<file path="config.mk">
export PLATFORM = sky130hd
export DESIGN_NAME = hisc_top
export DESIGN_NICKNAME = d
export VERILOG_FILES = /design/src/pkg/hisc_pkg.sv /design/src/hw/hisc_gate.sv /design/src/hw/hisc_top.sv
export VERILOG_INCLUDE_DIRS = /design/src /design/src/pkg
export SDC_FILE = /design/constraint.sdc
export NUM_CORES = 1
export LEC_CHECK = 0
export BUFFER_PORTS_ARGS = -buffer_cell sky130_fd_sc_hd__buf_2
export CORE_ASPECT_RATIO = 0.9
export CORE_MARGIN = 3
export CORE_UTILIZATION = 40
export CTS_CLUSTER_SIZE = 40
export DETAILED_ROUTE_END_ITERATION = 8
export GPL_TIMING_DRIVEN = 0
export HOLD_SLACK_MARGIN = 0.05
export PLACE_DENSITY_LB_ADDON = 0.08
export SYNTH_ARGS = -nofsm -noshare
export SYNTH_HDL_FRONTEND = slang
export SYNTH_SLANG_ARGS = --single-unit
</file>
<file path="constraint.sdc">
create_clock -name pclk -period 1.6 [get_ports pclk]
set_input_delay 0.16 -clock pclk [delete_from_list [all_inputs] [get_ports pclk]]
set_output_delay 0.16 -clock pclk [all_outputs]
set_load 0.02 [all_outputs]
</file>
<file path="src/pkg/hisc_params.svh">
// Register offsets, field positions and reset values of the host interface control bank.
`ifndef HISC_PARAMS_SVH
`define HISC_PARAMS_SVH

`define HISC_ADDR_W        12
`define HISC_OFF_CTRL2     12'h000
`define HISC_OFF_SYSCTL    12'h004
`define HISC_OFF_AUX       12'h008
`define HISC_OFF_STATUS    12'h00c
`define HISC_CTRL2_RST     8'h00
`define HISC_CTRL2_WMASK   8'hef
`define HISC_BIT_MASTER    0
`define HISC_BIT_CH3       1
`define HISC_BIT_CH4       2
`define HISC_BIT_SDE       3
`define HISC_BIT_RSVD      4
`define HISC_BIT_PULLUP    5
`define HISC_BIT_KWL_LO    6
`define HISC_BIT_KWL_HI    7
`define HISC_BIT_HIE       0
`define HISC_BIT_CH2       0
`define HISC_BIT_FGATE     1
`define HISC_BIT_SCMODE    0
`define HISC_BIT_GATED_ERR 1

`endif

</file>
<file path="src/pkg/hisc_pkg.sv">
// Types shared by the host interface control bank.
package hisc_pkg;
  typedef enum logic [1:0] {
    HISC_LVL_STD,
    HISC_LVL_ONE,
    HISC_LVL_TWO,
    HISC_LVL_THREE
  } hisc_level_e;
endpackage

</file>
<file path="src/hw/hisc_gate.sv">
// Combines a local enable with the mode-qualified master enable.
module hisc_gate (
  // Clock and reset
  input  wire logic pclk,
  input  wire logic presetn,
  // Qualifiers
  input  wire logic master_ok,
  input  wire logic local_en,
  // Result
  output logic      gated_q
);
  logic gated_next;

  always_comb begin
    gated_next = master_ok & local_en;
  end

  always_ff @(posedge pclk or negedge presetn) begin
    if (!presetn) begin
      gated_q <= 1'b0;
    end else begin
      gated_q <= gated_next;
    end
  end
endmodule

</file>
<file path="src/hw/hisc_top.sv">
// APB register bank controlling the host interface enables and port 6 input options.
`include "hisc_params.svh"
module hisc_top (
  // Clock and reset
  input  wire logic                       pclk,
  input  wire logic                       presetn,
  // APB slave
  input  wire logic                       psel,
  input  wire logic                       penable,
  input  wire logic                       pwrite,
  input  wire logic [`HISC_ADDR_W-1:0]    paddr,
  input  wire logic [31:0]                pwdata,
  output logic      [31:0]                prdata,
  output logic                            pready,
  output logic                            pslverr,
  // Device state and pins
  input  wire logic                       single_chip_mode,
  input  wire logic                       shutdown_input_pin,
  input  wire logic                       chan2_select_primary,
  input  wire logic                       chan2_select_alternate,
  input  wire logic                       host_reg_access_req,
  // Controls to the host interface and port 6
  output hisc_pkg::hisc_level_e           port6_input_level,
  output logic                            port6_pullup_limit,
  output logic                            host_if_active,
  output logic                            chan2_active,
  output logic                            chan3_active,
  output logic                            chan4_active,
  output logic                            fast_gate_active,
  output logic                            pins_shutdown,
  output logic                            chan2_select,
  output logic                            host_reg_access_grant
);
  logic [7:0]  host_if_system_control_reg;
  logic [7:0]  host_if_system_control_next;
  logic [1:0]  system_control_reg;
  logic [1:0]  system_control_next;
  logic [1:0]  aux_ctrl_reg;
  logic [1:0]  aux_ctrl_next;
  logic [31:0] prdata_next;
  logic        pslverr_next;
  logic        pready_next;
  logic        master_ok;
  logic        sd_gate;
  logic        ch2_gate;
  logic        fg_gate;
  logic        outs_next_sd;
  logic        sel_next;
  logic        grant_next;
  logic        acc;

  assign acc = psel & penable & pready;

  assign master_ok = host_if_system_control_reg[`HISC_BIT_MASTER] & single_chip_mode;

  // Register state: writes take effect on the completing access edge.
  always_comb begin
    host_if_system_control_next = host_if_system_control_reg;
    system_control_next         = system_control_reg;
    aux_ctrl_next               = aux_ctrl_reg;
    if (acc && pwrite) begin
      unique case (paddr)
        `HISC_OFF_CTRL2: begin
          host_if_system_control_next = pwdata[7:0] & `HISC_CTRL2_WMASK;
        end
        `HISC_OFF_SYSCTL: begin
          system_control_next[`HISC_BIT_HIE] = pwdata[`HISC_BIT_HIE];
        end
        `HISC_OFF_AUX: begin
          aux_ctrl_next = pwdata[1:0];
        end
        default: begin
        end
      endcase
    end
  end

  always_ff @(posedge pclk or negedge presetn) begin
    if (!presetn) begin
      host_if_system_control_reg <= `HISC_CTRL2_RST;
      system_control_reg         <= 2'h0;
      aux_ctrl_reg               <= 2'h0;
    end else begin
      host_if_system_control_reg <= host_if_system_control_next;
      system_control_reg         <= system_control_next;
      aux_ctrl_reg               <= aux_ctrl_next;
    end
  end

  // Bus answer: no wait state; pready and every read are registered in the setup cycle.
  always_comb begin
    pready_next  = psel & ~penable;
    prdata_next  = 32'h0;
    pslverr_next = 1'b0;
    if (psel && !penable) begin
      unique case (paddr)
        `HISC_OFF_CTRL2:  prdata_next = {24'h0, host_if_system_control_reg};
        `HISC_OFF_SYSCTL: prdata_next = {30'h0, system_control_reg};
        `HISC_OFF_AUX:    prdata_next = {30'h0, aux_ctrl_reg};
        `HISC_OFF_STATUS: prdata_next = {30'h0, host_if_active, single_chip_mode};
        default:          pslverr_next = 1'b1;
      endcase
    end
  end

  always_ff @(posedge pclk or negedge presetn) begin
    if (!presetn) begin
      pready  <= 1'b0;
      prdata  <= 32'h0;
      pslverr <= 1'b0;
    end else begin
      pready  <= pready_next;
      prdata  <= prdata_next;
      pslverr <= pslverr_next;
    end
  end

  hisc_gate u_ch4 (
    .pclk      (pclk),
    .presetn   (presetn),
    .master_ok (master_ok),
    .local_en  (host_if_system_control_reg[`HISC_BIT_CH4]),
    .gated_q   (chan4_active)
  );

  hisc_gate u_ch3 (
    .pclk      (pclk),
    .presetn   (presetn),
    .master_ok (master_ok),
    .local_en  (host_if_system_control_reg[`HISC_BIT_CH3]),
    .gated_q   (chan3_active)
  );

  hisc_gate u_ch2 (
    .pclk      (pclk),
    .presetn   (presetn),
    .master_ok (master_ok),
    .local_en  (aux_ctrl_reg[`HISC_BIT_CH2]),
    .gated_q   (chan2_active)
  );

  hisc_gate u_fg (
    .pclk      (pclk),
    .presetn   (presetn),
    .master_ok (master_ok),
    .local_en  (aux_ctrl_reg[`HISC_BIT_FGATE]),
    .gated_q   (fast_gate_active)
  );

  assign sd_gate  = master_ok & host_if_system_control_reg[`HISC_BIT_SDE];
  assign ch2_gate = master_ok & aux_ctrl_reg[`HISC_BIT_CH2];
  assign fg_gate  = aux_ctrl_reg[`HISC_BIT_FGATE];

  // Pin-facing controls, all registered so outputs come from flip-flops.
  always_comb begin
    outs_next_sd = sd_gate & shutdown_input_pin;
    sel_next     = ch2_gate & (fg_gate ? chan2_select_alternate : chan2_select_primary);
    grant_next   = host_reg_access_req & system_control_reg[`HISC_BIT_HIE];
  end

  always_ff @(posedge pclk or negedge presetn) begin
    if (!presetn) begin
      port6_input_level     <= hisc_pkg::HISC_LVL_STD;
      port6_pullup_limit    <= 1'b0;
      host_if_active        <= 1'b0;
      pins_shutdown         <= 1'b0;
      chan2_select          <= 1'b0;
      host_reg_access_grant <= 1'b0;
    end else begin
      port6_input_level     <= hisc_pkg::hisc_level_e'(
        host_if_system_control_reg[`HISC_BIT_KWL_HI:`HISC_BIT_KWL_LO]);
      port6_pullup_limit    <= host_if_system_control_reg[`HISC_BIT_PULLUP];
      host_if_active        <= master_ok;
      pins_shutdown         <= outs_next_sd;
      chan2_select          <= sel_next;
      host_reg_access_grant <= grant_next;
    end
  end

  AST_RSVD_ZERO: assert property (@(posedge pclk) disable iff (!presetn)
    !host_if_system_control_reg[`HISC_BIT_RSVD])
    else $error("Reserved bit became set.");
  AST_CH4_MASTER: assert property (@(posedge pclk) disable iff (!presetn)
    chan4_active |-> $past(master_ok) && $past(host_if_system_control_reg[`HISC_BIT_CH4]))
    else $error("Channel 4 active without cause.");
  AST_CH3_FOLLOW: assert property (@(posedge pclk) disable iff (!presetn)
    (master_ok && host_if_system_control_reg[`HISC_BIT_CH3]) |=> chan3_active)
    else $error("Channel 3 did not turn on.");
  AST_MASTER_MODE: assert property (@(posedge pclk) disable iff (!presetn)
    !single_chip_mode |=> !host_if_active)
    else $error("Host interface active outside single-chip mode.");
  AST_SD_PIN: assert property (@(posedge pclk) disable iff (!presetn)
    (sd_gate && shutdown_input_pin) |=> pins_shutdown)
    else $error("Shutdown not applied.");
  AST_GRANT: assert property (@(posedge pclk) disable iff (!presetn)
    host_reg_access_grant |-> $past(system_control_reg[`HISC_BIT_HIE]))
    else $error("Access granted while disabled.");
  AST_PULLUP: assert property (@(posedge pclk) disable iff (!presetn)
    ##1 port6_pullup_limit == $past(host_if_system_control_reg[`HISC_BIT_PULLUP]))
    else $error("Pull-up select mismatch.");
  AST_LEVEL: assert property (@(posedge pclk) disable iff (!presetn)
    ##1 port6_input_level == $past(host_if_system_control_reg[`HISC_BIT_KWL_HI:`HISC_BIT_KWL_LO]))
    else $error("Input level mismatch.");
  AST_CH2SEL: assert property (@(posedge pclk) disable iff (!presetn)
    (!ch2_gate) |=> !chan2_select)
    else $error("Channel 2 select without enable.");
  AST_RESET_OFF: assert property (@(posedge pclk)
    $rose(presetn) |-> host_if_system_control_reg == `HISC_CTRL2_RST)
    else $error("Control register not cleared by reset.");
endmodule

</file>
==> results of run 1 <==
metal layers:
metal  routed length [µm]  up-vias  GRT usage, %  part of all wire (%)
li1                     -      468             -                     -
met1                  926      428          13.8                    36
met2                 1300       45          23.7                    51
met3                  284        5          6.30                    11
met4                   43        0          5.22                   1.7
met5                    0        -             0                     0
Yosys cell counts:
master    number
a21oi_1        1
a22oi_1        1
and2_1         7
and3_1         5
buf_2          2
buf_4         25
conb_1         1
dfrtp_1       30
inv_1          1
mux2_2        11
mux2i_1        1
mux4_2         1
nand2b_1       1
nand4_1        1
nor2_1         4
nor2b_1        2
nor4_1         3
nor4_4         1
or4_1          3
or4b_1         1
or4b_2         2
cell usage in the layout (no fill, tap or decap), drive strengths merged:
cell type | netlist | layout
a22oi | 1 | 1
nor2 | 4 | 4
mux2i | 1 | 1
or4 | 3 | 3
nor2b | 2 | 2
clkbuf | 0 | 6
or4b | 3 | 3
nand4 | 1 | 1
nand2b | 1 | 1
mux4 | 1 | 1
a21oi | 1 | 1
and2 | 7 | 7
inv | 1 | 1
mux2 | 11 | 11
conb | 1 | 25
nor4 | 4 | 4
dlygate4sd3 | 0 | 1
buf | 27 | 76
bufinv | 0 | 1
dfrtp | 30 | 30
and3 | 5 | 5
cell type report:
type	instances	share of cell area (%)
sequential	30	40.2
buffer	27	10.9
tap	42	2.81
multi-input combinational	70	25.9
inverter	1	0.201
clock buffer	6	4.42
timing repair buffer	50	14.0
clock inverter	1	1.61
power by group through the flow:
stage	Sequential, mW	Combinational (mW)	Clock, mW
after CTS	0.763	0.178	0.776
after detailed placement	0.776	0.175	0
after global placement	0.776	0.172	0
after global routing	0.762	0.197	0.817
after floorplan	0.780	0.113	0
final	0.763	0.180	0.757
cell families (layout without fill, tap and decap cells):
logic type / count (synthesis) / in the layout / share of synthesized area (%)
AOI/OAI and AO/OA: 2 / 2 / 0.939
other: 1 / 25 / 0.281
muxes: 13 / 13 / 11.7
and+or+nand+nor: 30 / 30 / 15.6
buffers and inverters: 28 / 85 / 15.1
DFF: 30 / 30 / 56.3
what timing repair did:
item	CTS	global route
pin swaps	1	0
endpoints found under the setup margin	13	7
gates resized for setup	2	4
hold buffers	1	0
endpoints found under the hold margin	30	0
buffers inserted	1	0
final timing paths:
check / from / to / slack, ps / depth (start not counted)
setup reg to reg: pready / aux_ctrl_reg[0] / 180 / 3
max in group asynchronous: presetn / pready / 740 / 2
hold / removal: host_reg_access_req / host_reg_access_grant / 100 / 2
setup / recovery: paddr[11] / host_if_system_control_reg[1] / 40 / 6
min in group asynchronous: presetn / pins_shutdown / 440 / 2
hold reg to reg: host_if_system_control_reg[5] / port6_pullup_limit / 390 / 0
through the flow:
step / utilization (%) / power, mW / hold slack, ps
floorplan: - / 0.893 / -136
global placement: 55.1 / 0.948 / 209
detailed placement: 55.1 / 0.951 / 224
CTS: 59.7 / 1.72 / 89.9
global route: 60.0 / 1.78 / 108
finish: 60.0 / 1.70 / 98.7
==> run_results.csv, run 1 <==
group,metric,value,unit
sta,max_freq,642,MHz
power_and_ir_drop,p_switching,363,µW
sta,skew,5.94,ps
detailed_routing,first_iter_violations,34,
worst_setup_path,critPathCaptureType,"register",
detailed_routing,wl,2560,µm
detailed_routing,routedWlPerCell,11.3,µm
worst_setup_path,crit_required,1760,ps
die,start_util,42.8,%
power_and_ir_drop,ir_drop,0.599,mV
worst_setup_path,arrival,1720,ps
global_routing,grt_usage,13.4,%
clock_tree,cts_tree,"built",
worst_setup_path,crit_buf_inv,3,
global_routing,grt_pass1_wl,3860,µm
synthesis,synth-seq-cells,30,
synthesis,synth_cell_types,21,
power_and_ir_drop,combPwrFrac,10.6,%
power_and_ir_drop,power_density,910,nW/µm²
detailed_routing,vias_per_cell,4.17,
layout,fillers,272,
worst_setup_path,path_delay_family,"simple AND/OR/NAND/NOR gates",
die,fp.dieW,66.8,µm
global_routing,grt_pass1_vias,887,
synthesis,ys_seq_area_share,56.3,%
die,die_h,60.8,µm
detailed_routing,vias,946,
worst_setup_path,crit_type,"in -> reg",
layout,drive_above_1_share,54.1,%
worst_setup_path,crit_path_max_fanout,7,
synthesis,synth_top_area_share,56.3,%
sta,setup_viol,0,
die,dieArea,4060,µm²
clock_tree,clock_path_buffers,2,
layout,fin_nets,239,
power_and_ir_drop,p_leak,1.09,nW
status,run_status,"completed",
global_routing,grt_max_degree,31,
die,rows,19,
job,drv_cap,0,
detailed_routing,drc,0,
sta,slew_viol_final,0,
sta,final.min_clock_period,1560,ps
place,dp_cells,218,
synthesis,synth_cells,104,
detailed_routing,ant_nets,0,
power_and_ir_drop,seqPwrFrac,44.9,%
sta,timing.final.crit_share,97.3,%
power_and_ir_drop,clock_power_share,44.5,%
layout,area.growth.synth_to_final,40.2,%
synthesis,synth_top_cell_by_area,"dfrtp_1",
die,pin_count,99,
place,gp_congestion,0.753,
sta,relSlewSlack,57.1,%
clock_tree,clock_latency,280,ps
global_routing,grt_remaining_overflow,0,
worst_setup_path,slowest_delay,530,ps
die,core,3110,µm²
layout,num_antenna_cells,0,
detailed_routing,drtPass1Iterations,4,
place,numPortBuffers,48,
worst_setup_path,setup.worst_path.start_class,"input port",
sta,tns,0,ps
clock_tree,cts_max_level,2,
layout,final_cell_area,1870,µm²
worst_setup_path,cpMostUsedCell,"buf_6",
global_routing,antenna_found_initial,0,
synthesis,yosysWarningCount,0,
layout,seq_area,751,µm²
clock_tree,clkSinkCount,30,
clock_tree,cts_buffers,5,
clock_tree,path_clk_slew,60,ps
clock_tree,cts_root_buf,"clkbuf_8",
hold_path,hold_class,"in -> reg",
place,place_area,1720,µm²
sta,fin_ws,42.4,ps
sta,worstMarginPinSlew,644,ps
worst_setup_path,cpMaxStageDelayCell,"or4_1",
worst_setup_path,worstPathCellList,"buf_2 -> or4_1 -> buf_6 -> nor4_4 -> buf_6 -> mux2_2",
layout,multi_input_area,483,µm²
place,dp_slack,-439,ps
synthesis,syn_area,1330,µm²
synthesis,netlist_top_cells_area,"dfrtp_1 56%, buf_4 14%, mux2_2 9.3%",
layout,finalNonFillerCells,227,
sta,hold_violations,0,
synthesis,syn_area_per_cell,12.8,µm²
power_and_ir_drop,swShare,21.4,%
power_and_ir_drop,intPower,1.34,mW
No activity file was read; power rests on OpenSTA's default activity.
==> inputs of run 2 (changes only) <==
- clock period: 1.6 -> 1.7 ns (I/O delays scaled with it)
==> run_results.csv, run 2 (synthesis gave the netlist of run 1 again) <==
group,metric,value,unit
layout,finalNonFillerCells,227,
sta,hold_ws,108,ps
power_and_ir_drop,p_switching,341,µW
detailed_routing,wl,2580,µm
clock_tree,cts_max_level,2,
worst_setup_path,crit_required,1860,ps
place,dp_cells,218,
sta,rsz0062_at_grt,"false",
global_routing,grt_usage,13.5,%
die,pin_count,99,
sta,slew_viol_final,0,
sta,max_freq,621,MHz
power_and_ir_drop,power_density,860,nW/µm²
detailed_routing,routedWlPerCell,11.4,µm
global_routing,grt_util_met1,14.3,%
sta,fin_ws,90.0,ps
place,numPortBuffers,48,
clock_tree,clkSinkCount,30,
clock_tree,cts_tree,"built",
sta,setup_viol,0,
hold_path,hold_depth,2,
layout,drive_above_1_share,54.1,%
sta,skew,5.89,ps
detailed_routing,vias_per_cell,4.19,
global_routing,top_usage_layer,"met2",
layout,fin_nets,239,
clock_tree,path_clk_slew,60,ps
sta,final.min_clock_period,1610,ps
hold_path,hold_end,"host_reg_access_grant",
power_and_ir_drop,seqPwrFrac,44.9,%
power_and_ir_drop,p_total,1.60,mW
global_routing,use_met3,6.30,%
worst_setup_path,crit_path_max_fanout,7,
worst_setup_path,setup.worst_path.start_class,"input port",
global_routing,grt_pass1_vias,883,
die,dieArea,4060,µm²
die,core,3110,µm²
worst_setup_path,crit_type,"in -> reg",
detailed_routing,drtPass1Iterations,3,
global_routing,grt_remaining_overflow,0,
global_routing,grt_pass1_wl,3880,µm
power_and_ir_drop,intPower,1.26,mW
detailed_routing,drc,0,
place,place_area,1720,µm²
detailed_routing,first_iter_violations,31,
clock_tree,cts_root_buf,"clkbuf_8",
worst_setup_path,arrival,1770,ps
sta,tns,0,ps
sta,relSlewSlack,57.1,%
global_routing,antenna_found_initial,0,
clock_tree,clock_path_buffers,2,
worst_setup_path,critPathCaptureType,"register",
die,rows,19,
sta,timing.final.crit_share,94.7,%
clock_tree,clock_latency,280,ps
layout,area.growth.synth_to_final,39.4,%
layout,final_cell_area,1860,µm²
sta,hold_violations,0,
power_and_ir_drop,combPwrFrac,10.6,%
layout,layout_common_cells,"50 x buf_2, 30 x dfrtp_1, 26 x buf_4, 25 x conb_1, 11 x mux2_2",
job,drv_cap,0,
sta,worstMarginPinSlew,643,ps
place,gp_congestion,0.753,
worst_setup_path,ff2ff_setup_slack,270,ps
layout,final_common_cell,"buf_2",
detailed_routing,ant_nets,0,
die,die_h,60.8,µm
worst_setup_path,r2r_end,"host_if_system_control_reg[1]",
worst_setup_path,timing.rr.start,"pready",
hold_path,worstHoldStart,"host_reg_access_req",
hold_path,hold_class,"in -> reg",
power_and_ir_drop,swShare,21.4,%
place,dp_slack,-349,ps
die,start_util,42.8,%
detailed_routing,vias,952,
layout,final_util,59.7,%
global_routing,grtUsageMet2,23.4,%
power_and_ir_drop,p_leak,1.09,nW
layout,num_antenna_cells,0,
die,fp.dieW,66.8,µm
power_and_ir_drop,clock_power_share,44.5,%
worst_setup_path,ff2ff_path_depth,4,
clock_tree,cts_buffers,5,
layout,fillers,275,
power_and_ir_drop,ir_drop,0.560,mV
global_routing,grt_max_degree,31,
status,run_status,"completed",
[run 2: cell counts in the layout (fill, tap and decap cells not counted)]
No cell type changed its count.
[run 2: routing by layer]
layer  up-vias  wire length [µm]  share of wire, %
met2        49              1300                50
li1        469                 -                 -
met3         5               291                11
met1       429               947                37
met5         -                 0                 0
met4         0                43               1.7
[run 2: area by class of cell]
class | count | area, µm² | share of cell area (%)
Multi-Input combinational cell | 70 | 483 | 26.0
Timing Repair Buffer | 50 | 258 | 13.9
Buffer | 27 | 198 | 10.6
Sequential cell | 30 | 751 | 40.4
Inverter | 1 | 3.75 | 0.202
Clock inverter | 1 | 30.0 | 1.62
Tap cell | 42 | 52.6 | 2.83
Clock buffer | 6 | 82.6 | 4.44
[run 2: critical path: stages]
cell,delay [ps]
buf_2,90
or4_1,500
buf_2,180
nor4_4,260
buf_4,210
mux2_2,350
[run 2: how the worst max path moves through the flow]
stage / slack [ps] / startpoint / endpoint / cells after the start
6_report: 90 / paddr[11] / host_if_system_control_reg[1] / 6
5_1_grt: 20 / paddr[11] / host_if_system_control_reg[1] / 6
4_1_cts: 70 / paddr[11] / aux_ctrl_reg[0] / 5
3_5_place_dp: -350 / paddr[11] / prdata[7] / 5
3_3_place_gp: -320 / paddr[7] / host_if_system_control_reg[2] / 5
2_1_floorplan: -50 / paddr[7] / host_if_system_control_reg[0] / 4
[run 2: what timing repair did]
action                                 in CTS  in global routing
hold buffers                                1                  0
setup endpoints to repair                  12                  1
gates resized for setup                     1                  1
buffers inserted                            1                  0
pin swaps                                   1                  0
endpoints found under the hold margin      30                  0
[run 2: power by group through the flow]
stage | Combinational (mW) | Sequential, mW | Clock [mW]
2_1_floorplan | 0.106 | 0.734 | 0
3_3_place_gp | 0.162 | 0.730 | 0
3_5_place_dp | 0.165 | 0.731 | 0
4_1_cts | 0.167 | 0.718 | 0.731
5_1_grt | 0.184 | 0.717 | 0.769
6_report | 0.169 | 0.718 | 0.712
==> inputs of run 3 (changes only) <==
- CORE_UTILIZATION: 40 -> 41
- CTS_BUF_LIST: unset -> sky130_fd_sc_hd__clkbuf_4 sky130_fd_sc_hd__clkbuf_8
==> run_results.csv, run 3 (synthesis gave the netlist of run 1 again) <==
group,metric,value,unit
status,run_status,"completed",
clock_tree,clock_path_buffers,2,
detailed_routing,drtPass1Iterations,4,
die,core,2930,µm²
sta,timing.final.crit_share,91.7,%
sta,worstMarginPinSlew,728,ps
power_and_ir_drop,combPwrFrac,12.7,%
power_and_ir_drop,p_leak,1.07,nW
job,drv_cap,0,
global_routing,grt_max_degree,31,
worst_setup_path,crit_path_max_fanout,6,
clock_tree,path_clk_slew,90,ps
sta,max_freq,641,MHz
sta,skew,3.29,ps
detailed_routing,ant_nets,0,
clock_tree,clock_latency,320,ps
die,rows,18,
clock_tree,cts_resized,0,
layout,fillers,245,
sta,tns,0,ps
worst_setup_path,critPathCaptureType,"register",
detailed_routing,routedWlPerCell,10.8,µm
clock_tree,cts_buffers,5,
global_routing,grt_pass1_vias,898,
place,gp_congestion,0.779,
detailed_routing,first_iter_violations,18,
global_routing,grt_pass1_wl,3950,µm
die,fp.dieW,66.1,µm
clock_tree,cts_tree,"built",
sta,relSlewSlack,51.0,%
detailed_routing,vias,937,
layout,num_antenna_cells,0,
layout,layout_common_cells,"50 x buf_2, 30 x dfrtp_1, 26 x buf_4, 25 x conb_1, 11 x mux2_2",
sta,rsz0062_at_grt,"false",
sta,hold_violations,0,
power_and_ir_drop,ir_drop,0.414,mV
die,die_h,60.1,µm
die,pin_count,99,
power_and_ir_drop,p_switching,324,µW
power_and_ir_drop,clock_power_share,33.4,%
clock_tree,cts_root_buf,"clkbuf_4",
layout,final_common_cell,"buf_2",
layout,final_cell_area,1800,µm²
worst_setup_path,crit_required,1960,ps
die,start_util,45.5,%
worst_setup_path,crit_type,"in -> reg",
hold_path,hold_class,"in -> reg",
sta,slew_viol_final,0,
power_and_ir_drop,swShare,24.4,%
place,dpl.hpwl,1930,µm
sta,setup_viol,0,
die,dieArea,3970,µm²
detailed_routing,wl,2460,µm
worst_setup_path,arrival,1820,ps
layout,fin_nets,240,
detailed_routing,drc,0,
power_and_ir_drop,power_density,737,nW/µm²
global_routing,antenna_found_initial,0,
global_routing,grt_usage,13.4,%
detailed_routing,vias_per_cell,4.13,
clock_tree,cts_max_level,2,
layout,area.growth.synth_to_final,35.4,%
sta,final.min_clock_period,1560,ps
power_and_ir_drop,seqPwrFrac,53.9,%
place,numPortBuffers,48,
place,place_area,1710,µm²
power_and_ir_drop,intPower,1.01,mW
layout,drive_above_1_share,52.9,%
global_routing,grt_remaining_overflow,0,
worst_setup_path,setup.worst_path.start_class,"input port",
clock_tree,clkSinkCount,30,
==> run 3: final timing paths <==
path                                               start                             to  slack [ps]  cells after the start
hold reg to reg            host_if_system_control_reg[6]           port6_input_level[0]         400                      0
min in group asynchronous                        presetn                      prdata[2]         390                      2
max in group asynchronous                        presetn  host_if_system_control_reg[1]         900                      2
setup reg to reg                                  pready                aux_ctrl_reg[1]         230                      3
hold / removal                                 pwdata[3]  host_if_system_control_reg[3]          80                      2
setup / recovery                               paddr[11]                      prdata[7]         140                      5
==> run 3: timing repair <==
action / in CTS / in global routing
endpoints found under the hold margin: 31 / 0
setup buffers: 0 / 1
hold buffers: 2 / 0
endpoints found under the setup margin: 0 / 6
==> run 3: final cells by class <==
| type | instances | area [µm²] | area share (%) |
|---|---|---|---|
| Sequential cell | 30 | 751 | 41.6 |
| Multi-Input combinational cell | 70 | 470 | 26.1 |
| Timing Repair Buffer | 51 | 268 | 14.8 |
| Buffer | 27 | 198 | 11.0 |
| Clock buffer | 7 | 58.8 | 3.26 |
| Tap cell | 40 | 50.0 | 2.77 |
| Clock inverter | 1 | 5.00 | 0.277 |
| Inverter | 1 | 3.75 | 0.208 |
==> run 3: power groups by stage <==
| stage | Combinational (mW) | Clock [mW] | Sequential, mW |
|---|---|---|---|
| global placement | 0.163 | 0 | 0.730 |
| global route | 0.187 | 0.489 | 0.717 |
| floorplan | 0.106 | 0 | 0.734 |
| CTS | 0.169 | 0.461 | 0.716 |
| finish | 0.169 | 0.444 | 0.716 |
| detailed placement | 0.164 | 0 | 0.731 |
==> run 3: per-layer routing <==
layer	up-vias	global-route usage, %	routed length [µm]
met4	0	7.83	48
li1	475	-	-
met2	52	22.1	1150
met3	7	3.38	266
met5	-	0	0
met1	403	16.0	991
==> run 3: critical path, cell delays in order <==
cell	delay (ps)
buf_2	90
or4_1	510
buf_2	180
nor4_1	650
and2_1	220
==> run 3: per-stage QoR <==
| step | util, % | hold WS [ps] | setup WS [ps] | std cells | power, mW |
|---|---|---|---|---|---|
| 6_report | 61.6 | 75.1 | 141 | 227 | 1.33 |
| 5_1_grt | 61.6 | 70.5 | 51.4 | 227 | 1.39 |
| 4_1_cts | 61.4 | 63.0 | 44.4 | 226 | 1.35 |
| 3_5_place_dp | 58.5 | 230 | -311 | 216 | 0.895 |
| 3_3_place_gp | 58.5 | 218 | -277 | 216 | 0.893 |
| 2_1_floorplan | - | -126 | -45.2 | 128 | 0.840 |
